--- src/design/ucc_regs.vh ---
// register map and timing of the serial block
`ifndef UCC_REGS_VH
`define UCC_REGS_VH

// register indices; the byte address is four times the index
`define UCC_IDX_LINE      6'h13
`define UCC_IDX_TXRX      6'h14
`define UCC_IDX_NINTH     6'h15
`define UCC_IDX_STAT      6'h16
`define UCC_IDX_DATA      6'h18
`define UCC_ADDR_LINE     {`UCC_IDX_LINE, 2'b00}
`define UCC_ADDR_TXRX     {`UCC_IDX_TXRX, 2'b00}
`define UCC_ADDR_NINTH    {`UCC_IDX_NINTH, 2'b00}
`define UCC_ADDR_STAT     {`UCC_IDX_STAT, 2'b00}
`define UCC_ADDR_DATA     {`UCC_IDX_DATA, 2'b00}

// line_format_control fields
`define UCC_LOOP_BIT      7
`define UCC_MODEN_BIT     6
`define UCC_INV_BIT       5
`define UCC_NINE_BIT      4
`define UCC_WAKE_BIT      3
`define UCC_IDLE_COUNT_AFTER_STOP_BIT      2
`define UCC_PAR_BIT       1
`define UCC_ODD_BIT       0

// tx_rx_control fields
`define UCC_TEIE_BIT      7
`define UCC_TX_DONE_IRQ_EN_BIT      6
`define UCC_RFIE_BIT      5
`define UCC_IDLE_IRQ_EN_BIT      4
`define UCC_TE_BIT        3
`define UCC_RE_BIT        2
`define UCC_RWU_BIT       1
`define UCC_BRK_BIT       0

// ninth_bit_error_irq_control fields
`define UCC_R8_BIT        7
`define UCC_T8_BIT        6
`define UCC_OVERRUN_IRQ_EN_BIT      3
`define UCC_FEIE_BIT      1
`define UCC_PEIE_BIT      0

// status fields
`define UCC_ST_TBE        7
`define UCC_ST_TC         6
`define UCC_ST_RF         5
`define UCC_ST_IDLE       4
`define UCC_ST_OR         3
`define UCC_ST_FE         1
`define UCC_ST_PE         0

// reset values
`define UCC_LINE_RST      8'h00
`define UCC_TXRX_RST      8'h00

// timing
`define UCC_CLK_NS        8'd10
`define UCC_BIT_NS        8'd160
`define UCC_BIT_CYCLES    (`UCC_BIT_NS / `UCC_CLK_NS)
`define UCC_LEN8          4'd10
`define UCC_LEN9          4'd11

`endif

--- src/design/ucc_tx.v ---
// transmitter: preamble, break, idle and data shifter
`timescale 1ns/1ps
`default_nettype none
`include "ucc_regs.vh"
module ucc_tx (
    // clock and reset
    input  wire       pclk,
    input  wire       presetn,
    // control
    input  wire       enable,
    input  wire       tx_enable,
    input  wire       break_send,
    input  wire       char_9bit,
    input  wire       parity_on,
    input  wire       odd_parity_sel,
    // data buffer
    input  wire       load_valid,
    input  wire [8:0] load_data,
    output wire       load_take,
    // line
    output wire       active,
    output reg        line
);
    localparam [7:0] BIT_LAST = `UCC_BIT_CYCLES - 8'd1;

    reg  [10:0] sh;
    reg  [3:0]  left;
    reg  [7:0]  div;
    reg         te_d;
    reg         preamble_pend;
    reg         idle_pend;
    reg         guard_pend;

    wire [3:0]  len  = char_9bit ? `UCC_LEN9 : `UCC_LEN8;
    wire        free = (left == 4'd0) && enable && tx_enable;
    wire [8:0]  pay;
    assign pay[6:0] = load_data[6:0];
    assign pay[7]   = (parity_on && !char_9bit) ? (^load_data[6:0]) ^ odd_parity_sel : load_data[7]; // RQ5 RQ6
    assign pay[8]   = (parity_on && char_9bit) ? (^load_data[7:0]) ^ odd_parity_sel : load_data[8];  // RQ5 RQ6
    wire [10:0] frame = char_9bit ? {1'b1, pay, 1'b0} : {2'b11, pay[7:0], 1'b0}; // RQ4

    // break ranks first, so a break toggled before the preamble replaces it
    wire start_brk   = free && break_send;                                   // RQ17 RQ18
    wire start_guard = free && !break_send && guard_pend;
    wire start_pre   = free && !break_send && !guard_pend && preamble_pend;
    wire start_idle  = free && !break_send && !guard_pend && !preamble_pend && idle_pend;
    assign load_take = free && !break_send && !guard_pend && !preamble_pend && !idle_pend && load_valid;
    assign active    = (left != 4'd0) | preamble_pend | idle_pend | guard_pend | (break_send & tx_enable); // RQ24

    always @(posedge pclk or negedge presetn) begin
        if (!presetn) begin
            sh            <= 11'h7FF;
            left          <= 4'd0;
            div           <= 8'h00;
            te_d          <= 1'b0;
            preamble_pend <= 1'b0;
            idle_pend     <= 1'b0;
            guard_pend    <= 1'b0;
            line          <= 1'b1;
        end else if (!enable) begin
            left          <= 4'd0;
            div           <= 8'h00;
            te_d          <= 1'b0;
            preamble_pend <= 1'b0;
            idle_pend     <= 1'b0;
            guard_pend    <= 1'b0;
            line          <= 1'b1;
        end else begin
            te_d <= tx_enable;
            if (tx_enable && !te_d) begin
                if (left != 4'd0)
                    idle_pend <= 1'b1;     // RQ13
                else
                    preamble_pend <= 1'b1; // RQ11
            end
            if (left != 4'd0) begin
                // a started character completes unless the module is disabled
                if (div == BIT_LAST) begin // RQ12
                    div  <= 8'h00;
                    sh   <= {1'b1, sh[10:1]};
                    left <= left - 4'd1;
                    line <= (left == 4'd1) ? 1'b1 : sh[1];
                end else begin
                    div <= div + 8'd1;
                end
            end else begin
                div <= 8'h00;
                if (start_brk) begin
                    sh            <= 11'h000;
                    left          <= len;
                    line          <= 1'b0;
                    guard_pend    <= 1'b1; // RQ17
                    preamble_pend <= 1'b0;
                end else if (start_guard) begin
                    sh         <= 11'h7FF;
                    left       <= 4'd1;
                    line       <= 1'b1;
                    guard_pend <= 1'b0;
                end else if (start_pre || start_idle) begin
                    sh            <= 11'h7FF;
                    left          <= len;  // RQ11
                    line          <= 1'b1;
                    preamble_pend <= 1'b0;
                    if (!start_pre)
                        idle_pend <= 1'b0;
                end else if (load_take) begin
                    sh   <= frame;         // RQ20
                    left <= len;
                    line <= frame[0];
                end else begin
                    line <= 1'b1;
                end
            end
        end
    end
endmodule
`default_nettype wire

--- src/design/ucc_top.v ---
// serial control block: apb registers, receiver, flags
// Contract
// [RQ1] loopback feeds transmitter output to receiver
// [RQ2] module disable sets tx flags, masks tx irq
// [RQ3] inversion flips every transmitted level
// [RQ4] one start, one stop, 10/11-bit characters
// [RQ5] parity sits in the character msb
// [RQ6] parity type one odd, zero even
// [RQ7] wake bit selects address mark or idle
// [RQ8] idle count starts after stop or start
// [RQ9] tx irq from empty or done flags
// [RQ10] rx irq from full or idle flags
// [RQ11] enabling transmitter sends one all-ones preamble
// [RQ12] disabling transmitter finishes current character
// [RQ13] enable toggle mid-character queues idle character
// [RQ14] software leaves enables alone while disabled
// [RQ15] receiver disable keeps receiver flags
// [RQ16] standby mutes rx irq, cleared on wakeup
// [RQ17] break bit sends breaks then single one
// [RQ18] software avoids break toggle before preamble
// [RQ19] received ninth bit captured, reset-free, mirrored
// [RQ20] tx ninth bit loaded with buffer data
// [RQ21] error irq from overrun and its enable
// [RQ22] reset clears all control bits
// [RQ23] buffer transfer sets empty flag, reset sets
// [RQ24] done flag when idle, cleared when queued
// [RQ25] irq outputs are or of enabled flags
//
// The implementer's own choice: the APB slave port.
`timescale 1ns/1ps
`default_nettype none
`include "ucc_regs.vh"
module ucc_top (
    // apb slave
    input  wire        pclk,
    input  wire        presetn,
    input  wire        psel,
    input  wire        penable,
    input  wire        pwrite,
    input  wire [7:0]  paddr,
    input  wire [31:0] pwdata,
    output reg  [31:0] prdata,
    output wire        pready,
    output wire        pslverr,
    // serial pins
    input  wire        rxd,
    output reg         txd,
    output wire        txd_oe,
    // interrupt requests
    output wire        irq_tx,
    output wire        irq_rx,
    output wire        irq_err
);
    localparam [7:0] BIT_LAST = `UCC_BIT_CYCLES - 8'd1;
    localparam [7:0] BIT_HALF = `UCC_BIT_CYCLES >> 1;

    // control registers
    reg  [7:0] line_format_control;
    reg  [7:0] tx_rx_control;
    reg        tx_ninth_bit;
    reg        overrun_irq_en;
    reg        frame_err_irq_en;
    reg        parity_err_irq_en;
    reg        rx_ninth_bit;
    reg  [7:0] rx_data_buf;
    reg  [7:0] tx_data_buf;

    // status flags
    reg        tx_buffer_empty_flag;
    reg        tx_done_flag;
    reg        rx_full_flag;
    reg        idle_flag;
    reg        overrun_flag;
    reg        frame_err_flag;
    reg        parity_err_flag;
    reg  [7:0] seen;
    reg        idle_armed;

    // receiver state
    reg        rx_sync1;
    reg        rx_sync2;
    reg        rx_busy;
    reg  [7:0] rx_div;
    reg  [3:0] rx_cnt;
    reg  [3:0] ones;
    reg  [9:0] rx_sh;

    wire       internal_loopback     = line_format_control[`UCC_LOOP_BIT];
    wire       module_enable         = line_format_control[`UCC_MODEN_BIT];
    wire       tx_polarity_invert    = line_format_control[`UCC_INV_BIT];
    wire       char_9bit             = line_format_control[`UCC_NINE_BIT];
    wire       addr_mark_wake        = line_format_control[`UCC_WAKE_BIT];
    wire       idle_count_after_stop = line_format_control[`UCC_IDLE_COUNT_AFTER_STOP_BIT];
    wire       parity_on             = line_format_control[`UCC_PAR_BIT];
    wire       odd_parity_sel        = line_format_control[`UCC_ODD_BIT];
    wire       tx_empty_irq_en       = tx_rx_control[`UCC_TEIE_BIT];
    wire       tx_done_irq_en        = tx_rx_control[`UCC_TX_DONE_IRQ_EN_BIT];
    wire       rx_full_irq_en        = tx_rx_control[`UCC_RFIE_BIT];
    wire       idle_irq_en           = tx_rx_control[`UCC_IDLE_IRQ_EN_BIT];
    wire       tx_enable             = tx_rx_control[`UCC_TE_BIT];
    wire       rx_enable             = tx_rx_control[`UCC_RE_BIT];
    wire       rx_standby            = tx_rx_control[`UCC_RWU_BIT];
    wire       break_send            = tx_rx_control[`UCC_BRK_BIT];

    // apb decode, no wait states
    wire       acc      = psel && penable;
    wire       mapped   = (paddr == `UCC_ADDR_LINE) || (paddr == `UCC_ADDR_TXRX) ||
                          (paddr == `UCC_ADDR_NINTH) || (paddr == `UCC_ADDR_STAT) ||
                          (paddr == `UCC_ADDR_DATA);
    wire       wr       = acc && pwrite && mapped;
    wire       stat_rd  = acc && !pwrite && (paddr == `UCC_ADDR_STAT);
    wire       data_rd  = acc && !pwrite && (paddr == `UCC_ADDR_DATA);
    wire       data_wr  = wr && (paddr == `UCC_ADDR_DATA);
    assign pready  = 1'b1;
    assign pslverr = acc && !mapped;

    wire [7:0] status = {tx_buffer_empty_flag, tx_done_flag, rx_full_flag, idle_flag,
                         overrun_flag, 1'b0, frame_err_flag, parity_err_flag};

    // transmitter
    wire       tx_take;
    wire       tx_active;
    wire       tx_line;

    ucc_tx u_tx (
        .pclk           (pclk),
        .presetn        (presetn),
        .enable         (module_enable),
        .tx_enable      (tx_enable),
        .break_send     (break_send),
        .char_9bit      (char_9bit),
        .parity_on      (parity_on),
        .odd_parity_sel (odd_parity_sel),
        .load_valid     (!tx_buffer_empty_flag),
        .load_data      ({tx_ninth_bit, tx_data_buf}),
        .load_take      (tx_take),
        .active         (tx_active),
        .line           (tx_line)
    );

    // receiver datapath
    wire       rx_in    = internal_loopback ? tx_line : rx_sync2; // RQ1
    wire       rx_run   = module_enable && rx_enable;             // RQ15
    wire       rx_tick  = (rx_div == BIT_LAST);
    wire [3:0] len      = char_9bit ? `UCC_LEN9 : `UCC_LEN8;      // RQ4
    wire [9:0] nsh      = {rx_in, rx_sh[9:1]};
    wire       last     = rx_run && rx_busy && rx_tick && (rx_cnt == len - 4'd1);
    wire [8:0] word     = char_9bit ? nsh[8:0] : {1'b0, nsh[8:1]};
    wire       msb      = char_9bit ? word[8] : word[7];
    wire       perr     = (char_9bit ? (^word[8:0]) : (^word[7:0])) ^ odd_parity_sel; // RQ5 RQ6
    wire       accept   = last && (!rx_standby || (addr_mark_wake && msb));           // RQ7 RQ16
    wire       rx_load  = accept && !rx_full_flag;
    wire       rx_over  = accept && rx_full_flag;
    wire       idle_evt = rx_run && !rx_busy && rx_in && rx_tick && (ones == len - 4'd1); // RQ8
    wire       wake_clr = (last && rx_standby && addr_mark_wake && msb) ||
                          (idle_evt && rx_standby && !addr_mark_wake);                // RQ7 RQ16

    always @(posedge pclk or negedge presetn) begin
        if (!presetn) begin
            rx_sync1 <= 1'b1;
            rx_sync2 <= 1'b1;
        end else begin
            rx_sync1 <= rxd;
            rx_sync2 <= rx_sync1;
        end
    end

    always @(posedge pclk or negedge presetn) begin
        if (!presetn) begin
            rx_busy <= 1'b0;
            rx_div  <= 8'h00;
            rx_cnt  <= 4'd0;
            ones    <= 4'd0;
            rx_sh   <= 10'h000;
        end else if (!rx_run) begin
            rx_busy <= 1'b0;
            rx_div  <= 8'h00;
            rx_cnt  <= 4'd0;
            ones    <= 4'd0;
        end else begin
            rx_div <= rx_tick ? 8'h00 : rx_div + 8'd1;
            if (!rx_busy) begin
                if (!rx_in) begin
                    // mid-bit sampling
                    rx_busy <= 1'b1;
                    rx_div  <= BIT_HALF;
                    rx_cnt  <= 4'd0;
                    ones    <= 4'd0;
                end else if (rx_tick && ones != len) begin
                    ones <= ones + 4'd1;
                end
            end else if (rx_tick) begin
                rx_cnt <= rx_cnt + 4'd1;
                if (rx_cnt == 4'd0) begin
                    if (rx_in)
                        rx_busy <= 1'b0;
                end else begin
                    rx_sh <= nsh;
                    ones  <= (!idle_count_after_stop && rx_in) ? ones + 4'd1 : 4'd0; // RQ8
                    if (last)
                        rx_busy <= 1'b0;
                end
            end
        end
    end

    // rx data and ninth bit are not reset
    always @(posedge pclk) begin
        if (rx_load) begin
            rx_data_buf  <= word[7:0];
            rx_ninth_bit <= msb; // RQ19
        end
    end

    always @(posedge pclk or negedge presetn) begin
        if (!presetn) begin
            line_format_control <= `UCC_LINE_RST; // RQ22
            tx_rx_control       <= `UCC_TXRX_RST; // RQ22
            tx_ninth_bit        <= 1'b0;
            overrun_irq_en      <= 1'b0;
            frame_err_irq_en    <= 1'b0;
            parity_err_irq_en   <= 1'b0;
            tx_data_buf         <= 8'h00;
        end else begin
            if (wr && paddr == `UCC_ADDR_LINE)
                line_format_control <= pwdata[7:0];
            if (wr && paddr == `UCC_ADDR_TXRX)
                tx_rx_control <= pwdata[7:0];
            if (wake_clr)
                tx_rx_control[`UCC_RWU_BIT] <= 1'b0; // RQ16
            if (wr && paddr == `UCC_ADDR_NINTH) begin
                tx_ninth_bit      <= pwdata[`UCC_T8_BIT];
                overrun_irq_en    <= pwdata[`UCC_OVERRUN_IRQ_EN_BIT];
                frame_err_irq_en  <= pwdata[`UCC_FEIE_BIT];
                parity_err_irq_en <= pwdata[`UCC_PEIE_BIT];
            end
            if (data_wr)
                tx_data_buf <= pwdata[7:0];
        end
    end

    // flags: set beats clear
    always @(posedge pclk or negedge presetn) begin
        if (!presetn) begin
            tx_buffer_empty_flag <= 1'b1; // RQ23
            tx_done_flag         <= 1'b1;
            rx_full_flag         <= 1'b0;
            idle_flag            <= 1'b0;
            overrun_flag         <= 1'b0;
            frame_err_flag       <= 1'b0;
            parity_err_flag      <= 1'b0;
            seen                 <= 8'h00;
            idle_armed           <= 1'b0;
        end else begin
            if (!module_enable || tx_take)
                tx_buffer_empty_flag <= 1'b1; // RQ2 RQ23
            else if (data_wr && seen[`UCC_ST_TBE])
                tx_buffer_empty_flag <= 1'b0;
            tx_done_flag <= !module_enable || (tx_buffer_empty_flag && !tx_active && !tx_take); // RQ2 RQ24
            if (rx_load)
                rx_full_flag <= 1'b1;
            else if (data_rd && seen[`UCC_ST_RF])
                rx_full_flag <= 1'b0;
            if (idle_evt && idle_armed && !rx_standby)
                idle_flag <= 1'b1;
            else if (data_rd && seen[`UCC_ST_IDLE])
                idle_flag <= 1'b0;
            if (rx_over)
                overrun_flag <= 1'b1;
            else if (data_rd && seen[`UCC_ST_OR])
                overrun_flag <= 1'b0;
            if (rx_load && !nsh[9])
                frame_err_flag <= 1'b1;
            else if (data_rd && seen[`UCC_ST_FE])
                frame_err_flag <= 1'b0;
            if (rx_load && parity_on && perr)
                parity_err_flag <= 1'b1; // RQ5
            else if (data_rd && seen[`UCC_ST_PE])
                parity_err_flag <= 1'b0;
            // idle needs a new character first
            if (rx_load)
                idle_armed <= 1'b1;
            else if (idle_evt && idle_armed && !rx_standby)
                idle_armed <= 1'b0;
            if (stat_rd)
                seen <= prdata[7:0];
            else if (data_rd || data_wr)
                seen <= 8'h00;
        end
    end

    // read data captured in setup
    always @(posedge pclk or negedge presetn) begin
        if (!presetn) begin
            prdata <= 32'h00000000;
        end else if (psel && !penable && !pwrite) begin
            case (paddr)
                `UCC_ADDR_LINE:  prdata <= {24'h000000, line_format_control};
                `UCC_ADDR_TXRX:  prdata <= {24'h000000, tx_rx_control};
                `UCC_ADDR_NINTH: prdata <= {24'h000000, rx_ninth_bit, tx_ninth_bit, 2'b00,
                                            overrun_irq_en, 1'b0, frame_err_irq_en, parity_err_irq_en};
                `UCC_ADDR_STAT:  prdata <= {24'h000000, status};
                `UCC_ADDR_DATA:  prdata <= {24'h000000, rx_data_buf};
                default:         prdata <= 32'h00000000;
            endcase
        end
    end

    always @(posedge pclk or negedge presetn) begin
        if (!presetn)
            txd <= 1'b1;
        else
            txd <= tx_line ^ tx_polarity_invert; // RQ3
    end
    assign txd_oe = module_enable;

    assign irq_tx  = module_enable && ((tx_buffer_empty_flag && tx_empty_irq_en) ||
                                       (tx_done_flag && tx_done_irq_en));          // RQ2 RQ9 RQ25
    assign irq_rx  = !rx_standby && ((rx_full_flag && rx_full_irq_en) ||
                                     (idle_flag && idle_irq_en));                  // RQ10 RQ16 RQ25
    assign irq_err = (overrun_flag && overrun_irq_en) || (frame_err_flag && frame_err_irq_en) ||
                     (parity_err_flag && parity_err_irq_en);                       // RQ21 RQ25
endmodule
`default_nettype wire

--- config.mk ---
export PLATFORM = sky130hd
export DESIGN_NAME = ucc_top
export DESIGN_NICKNAME = d
export VERILOG_FILES = /design/src/design/ucc_tx.v /design/src/design/ucc_top.v
export VERILOG_INCLUDE_DIRS = /design/src /design/src/design
export SDC_FILE = /design/constraint.sdc
export NUM_CORES = 1
export LEC_CHECK = 0
export CORE_ASPECT_RATIO = 0.9
export CORE_MARGIN = 2
export CORE_UTILIZATION = 30
export CTS_BUF_LIST = sky130_fd_sc_hd__clkbuf_16
export CTS_CLUSTER_SIZE = 12
export DETAILED_ROUTE_END_ITERATION = 16
export DONT_BUFFER_PORTS = 1
export PLACE_DENSITY = 0.54
export SYNTH_ARGS = -nofsm -noshare
export SYNTH_HDL_FRONTEND = slang
export SYNTH_SLANG_ARGS = --single-unit
--- constraint.sdc ---
create_clock -name pclk -period 3.6 [get_ports pclk]
set_input_delay 1.08 -clock pclk [delete_from_list [all_inputs] [get_ports pclk]]
set_output_delay 1.08 -clock pclk [all_outputs]
set_load 0.01 [all_outputs]
After elaboration in Yosys (flattened, before gate mapping) --
Cells that the tools add are included.
Storage, ports and cells: register bits 143, word-level logic and storage cells 288, output and inout bits 39
Cells by class: bitwise gates (word level) 10, equal/unequal tests 20, multiplexer cells 92, $add $sub $neg 6, reduce and logical (&&, ||, !) cells 124
Operators with widths (number):
- 2-to-1 mux 4 bit | 18
- 2-to-1 mux 8 bit | 9
- logical AND 1 bit | 68
- 2-to-1 mux 11 bit | 6
- 2-to-1 mux 1 bit | 55
- equality test 8 x 7 -> 1 bit (second input constant) | 5
- one-hot mux 8 bit (5 select lines) | 1
- zero test 1 bit | 19
- nonzero test 2 bit | 9
- adder 8 x 1 -> 8 bit (second input constant) | 2
- equality test 8 x 4 -> 1 bit (second input constant) | 2
- XOR reduction 8 bit | 2
- logical OR 1 bit | 14
- 2-to-1 mux 10 bit | 1
- 2-to-1 mux 9 bit | 1
- inequality test 3 bit (second input constant) | 3
- XOR reduction 9 bit | 1
- adder 4 x 1 -> 4 bit (second input constant) | 2
- equality test 4 bit | 2
- zero test 4 bit | 2
- subtractor 4 x 1 -> 4 bit (second input constant) | 2
- XOR reduction 7 bit | 1
- inequality test 6 x 1 -> 1 bit (second input constant) | 1
- AND reduction 2 bit | 3
- other kinds (15) | 23

Logic depth before layout (Yosys ltp) --
depth in word-level cells 14, gate-level depth with buffers 10, mapped depth without buffers 8

Cells and area by module --
A second synthesis with hierarchy kept.
Second synthesis, totals: cell total of the unflattened synthesis 573, area, all modules 6180.9 sq um
By module, submodules not included:
- ucc_top | cells an instance 389, area each 4526.8 sq um, times used 1
- ucc_tx | cells an instance 184, area each 1654.1 sq um, times used 1

Least setup slack after synthesis --
Ideal clock, no wire load.
path kind input port to output port, from input paddr[1], to output pslverr, arrival time 2.547 ns, slack -0.027 ns, stages 5, data required time 2.520 ns, cells stage by stage or4b_1 or2_1 or3b_1 a21oi_1 nor4_1
On the way: longest elaborated chain between the ends 7, elaborated cells on any way between the ends 11
Ends and longest elaborated chain:
- from (decl) | RTL line ucc_top.v:40 | input wire [7:0] paddr,
- equality test 8 x 7 -> 1 bit (no source line)
- logical OR 1 bit (3 in series) | RTL line ucc_top.v:107 | wire mapped = (paddr == `UCC_ADDR_LINE) || (paddr == `UCC_ADDR_TXRX) ||
- logical OR 1 bit (*) | RTL line ucc_top.v:107
- zero test 1 bit (*) | RTL line ucc_top.v:115 | assign pslverr = acc && !mapped;
- logical AND 1 bit (*) | RTL line ucc_top.v:115
- to (decl) | RTL line ucc_top.v:44 | output wire pslverr,
Every way passes the cells marked *; elsewhere a longest branch is shown, timed or not.

Worst setup path in the final report --
Ends and elaborated chain as after synthesis.

==> key figures <==
Logic synthesis
  – Yosys reg bits: approximately 120
  – Post-synth top cells: dfrtp_1 (90), nand2_1 (56), mux2_2 (43)
  – EDFF count, synth: 9
  – Biggest area consumer among synthesized cells: dfrtp_1
  – Register area share after synthesis: around half
  – Ys flop type: dfrtp_1
  – Synth async-reset ratio: between 90% and 100%
  – Post-Syn Area per Cell: around 11 um^2
  – Post-Syn Instances: roughly 550
  – Top-count cell post-synth: dfrtp_1
  – Largest cells by area after synthesis: dfrtp_1 (38%), mux2_2 (8.2%), dfstp_2 (7.1%), edfxtp_1 (4.6%), nand2_1 (3.5%)
  – Warnings from Yosys: 0
  – Mapped Area: around 6000 um^2
  – Top cell type's share of synthesized area: between 30% and 40%
  – Post-synthesis cell type count: 66

Floorplan
  – Die width: roughly 150 um
  – Initial core utilization: a little under a third
  – Row count: between 40 and 50
  – Die area: roughly 21000 um^2
  – Die height: 137 um
  – I/O pin count: 85
  – Core Area: ~19000 um^2

Timing
  – Measured slew at the worst slew-check pin: roughly 0.75 ns
  – Slew headroom: between 50% and 60%
  – Final setup vio count: 0
  – Final period utilization: a little over nine tenths
  – Post-layout min period: approximately 3.6 ns
  – Setup slack after layout: approximately 0.045 ns
  – RSZ-0062 raised after global routing: no
  – Slew Limit Fails: 0
  – FMAX: ~280 MHz
  – Final Hold Viols: 0
  – Skew final: 0.00876 ns

Global route
  – Wire length of the first global-routing pass: 22000 um
  – Total grt overflow: 0
  – Pin count of the biggest net entering global routing: about 110
  – Antenna violations before repair: 1
  – Total GRT Usage: 13.4%
  – Vias in the first global route: 4122

Finish
  – Nets: ~600
  – Fillers: about 1.9k
  – Design area: ~6700 um^2
  – Layout cells sized above 1: between 20% and 30%
  – Area Growth Syn to Fin: 13.3%

Critical path
  – CP Depth: 5
  – RR Endpoint: u_tx.sh[1]$_DFFE_PN1P_
  – Crit path DAT: approximately 2.5 ns
  – CP Class: input port to output pin
  – Maximum fanout along the worst path: 2
  – CP Capture Type: output pin
  – CP startpoint kind: input port
  – Critical path cell sequence: or4b_4 -> or2_4 -> or3b_4 -> a21oi_2 -> nor4_2
  – Crit. Startpoint: paddr[1]
  – CP top delay family: simple AND/OR/NAND/NOR gates
  – Bufs and invs on worst path: 0
  – R2r setup slk: a little under 1 ns
  – Worst Setup EP: pslverr
  – CP max stage cell: or4b_4
  – Reg2Reg Launch Point: u_tx.left[0]$_DFFE_PN0P_
  – Reg2reg path depth: 9
  – Slowest stage delay, CP: around 0.52 ns
  – Worst EP required: around 2.5 ns

Power and ir drop
  – Design Power: slightly below 3 mW
  – Static leakage power: 2.84 nW
  – Worst vdd ir: 369 uV
  – Pwr dens: 445 nW/um^2

Detailed routing
  – Routed len/inst: 16.3 um
  – Initial drt markers: about 350
  – Routed Antenna Nets: 0
  – DRC: 0
  – Via-per-instance ratio: 5.00
  – WL final: 13400 um
  – Drt pass-1 iters: 6
  – Via count: between 4k and 5k

Placement
  – Dpl cell area: about 6100 um^2
  – DP Worst Slack: -0.000410 ns
  – Gpl congestion: just over 0.8
  – IO Port Bufs: 0
  – Hpwl dp: approximately 9500 um

CTS
  – Clock root buffer: clkbuf_16
  – Setup Fix Bufs, Post-CTS: 0
  – Worst-Skew Late Latency: between 0.4 and 0.5 ns
  – CTS tree: yes
  – H-tree levels: 4
  – CTS buffer count: 17
  – Max clock buf depth: 2
  – CTS clk-pin slew, worst paths: roughly 0.06 ns
  – Clock Sinks: around 120

Hold path
  – HP Class: input port to asynchronous set/reset pin

Flow run
  – Max-cap violations: 0

Status
  – Status: finished clean
[metal layers]
layer / track usage (%) / wire, um / vias up
met1: 16.8 / 6080 / 2070
li1: - / - / 1921
met4: 5.19 / 176 / 0
met5: 0 / 0 / -
met2: 21.7 / 6370 / 101
met3: 4.62 / 773 / 12
[state kept, by name, indices dropped and copies added (netlist names), 6 cells and up]
register / flops
u_tx.sh: 10
rx_sh: 9
line_format_control: 8
prdata: 8
rx_data_buf: 8
rx_div: 8
tx_data_buf: 8
tx_rx_control: 8
u_tx.div: 8
seen: 6
[through the flow]
step / hold WS [ns] / utilization [%] / setup TNS [ns] / instances
after floorplan: 0.345 / - / 0 / 571
after global placement: 0.349 / 31.8 / 0 / 786
after detailed placement: 0.350 / 31.8 / -0.000410 / 786
after CTS: 0.345 / 34.7 / 0 / 818
after global routing: 0.343 / 34.8 / 0 / 819
final: 0.356 / 34.8 / 0 / 820
[power breakdown]
part	internal, mW	switching [mW]
registers	1.33	0.0237
logic	0.0252	0.0329
clock network	0.994	0.581
total	2.35	0.638
[layout make-up]
| class | instances | area (um^2) | share of cell area (%) |
|---|---|---|---|
| repair buffers | 15 | 113 | 1.68 |
| flip-flops and latches | 115 | 2940 | 43.9 |
| clock inverters | 15 | 125 | 1.86 |
| inverters | 12 | 45.0 | 0.671 |
| multi-input cells | 395 | 2740 | 40.9 |
| clock buffers | 17 | 425 | 6.34 |
| diodes | 1 | 2.50 | 0.0373 |
| well taps | 250 | 313 | 4.66 |
[worst reg2reg max path, cell delays in order (launching register included)]
cell      delay (ns)
dfrtp_1         0.42
inv_1           0.10
ha_1            0.15
or3b_1          0.38
or3_1           0.47
a21oi_1         0.28
o211ai_1        0.24
buf_4           0.26
a21oi_1         0.17
a21o_1          0.10
[cell usage in the layout (no fill, tap or decap), drive strengths merged, types with 8 or more instances in the layout]
master / n
dfrtp: 90
nand2: 56
mux2: 43
nor2: 40
o21ai: 28
conb: 25
a21oi: 24
nand3: 21
xnor2: 19
clkbuf: 17
dfstp: 16
buf: 15
inv: 14
a22oi: 14
xor2: 11
edfxtp: 9
a21o: 8
ha: 8
clkinv: 8
[what timing repair did]
item | in CTS | in global routing
pin swaps | 0 | 1
hold buffers | 0 | 0
gates resized for setup | 2 | 1
endpoints found under the setup margin | 1 | 1
[cell families (layout without fill, tap and decap cells)]
family                   count (synthesis)  count (layout)  synth area share [%]
multiplexers                            48              48                  9.02
other                                    2              26                 0.127
buffers and inverters                   61              59                  5.85
AND/OR/NAND/NOR                        172             172                  16.0
flip-flops                             115             115                  49.7
XOR/XNOR                                32              32                  5.22
AO/OA/AOI/OAI                          110             110                  12.4
adder cells (fa/ha/maj)                  8               8                  1.69
[how the worst min path moves through the flow]
| stage | slack (ns) | start | endpoint |
|---|---|---|---|
| 2_1_floorplan | 0.35 | rx_sync1$_DFF_PN1_ | rx_sync2$_DFF_PN1_ |
| 3_3_place_gp | 0.35 | rx_sync1$_DFF_PN1_ | rx_sync2$_DFF_PN1_ |
| 3_5_place_dp | 0.35 | rx_sync1$_DFF_PN1_ | rx_sync2$_DFF_PN1_ |
| 4_1_cts | 0.34 | presetn | u_tx.left[0]$_DFFE_PN0P_ |
| 5_1_grt | 0.34 | presetn | rx_div[1]$_DFF_PN0_ |
| 6_report | 0.36 | presetn | rx_div[1]$_DFF_PN0_ |
Power figures use the tool's default switching activity.
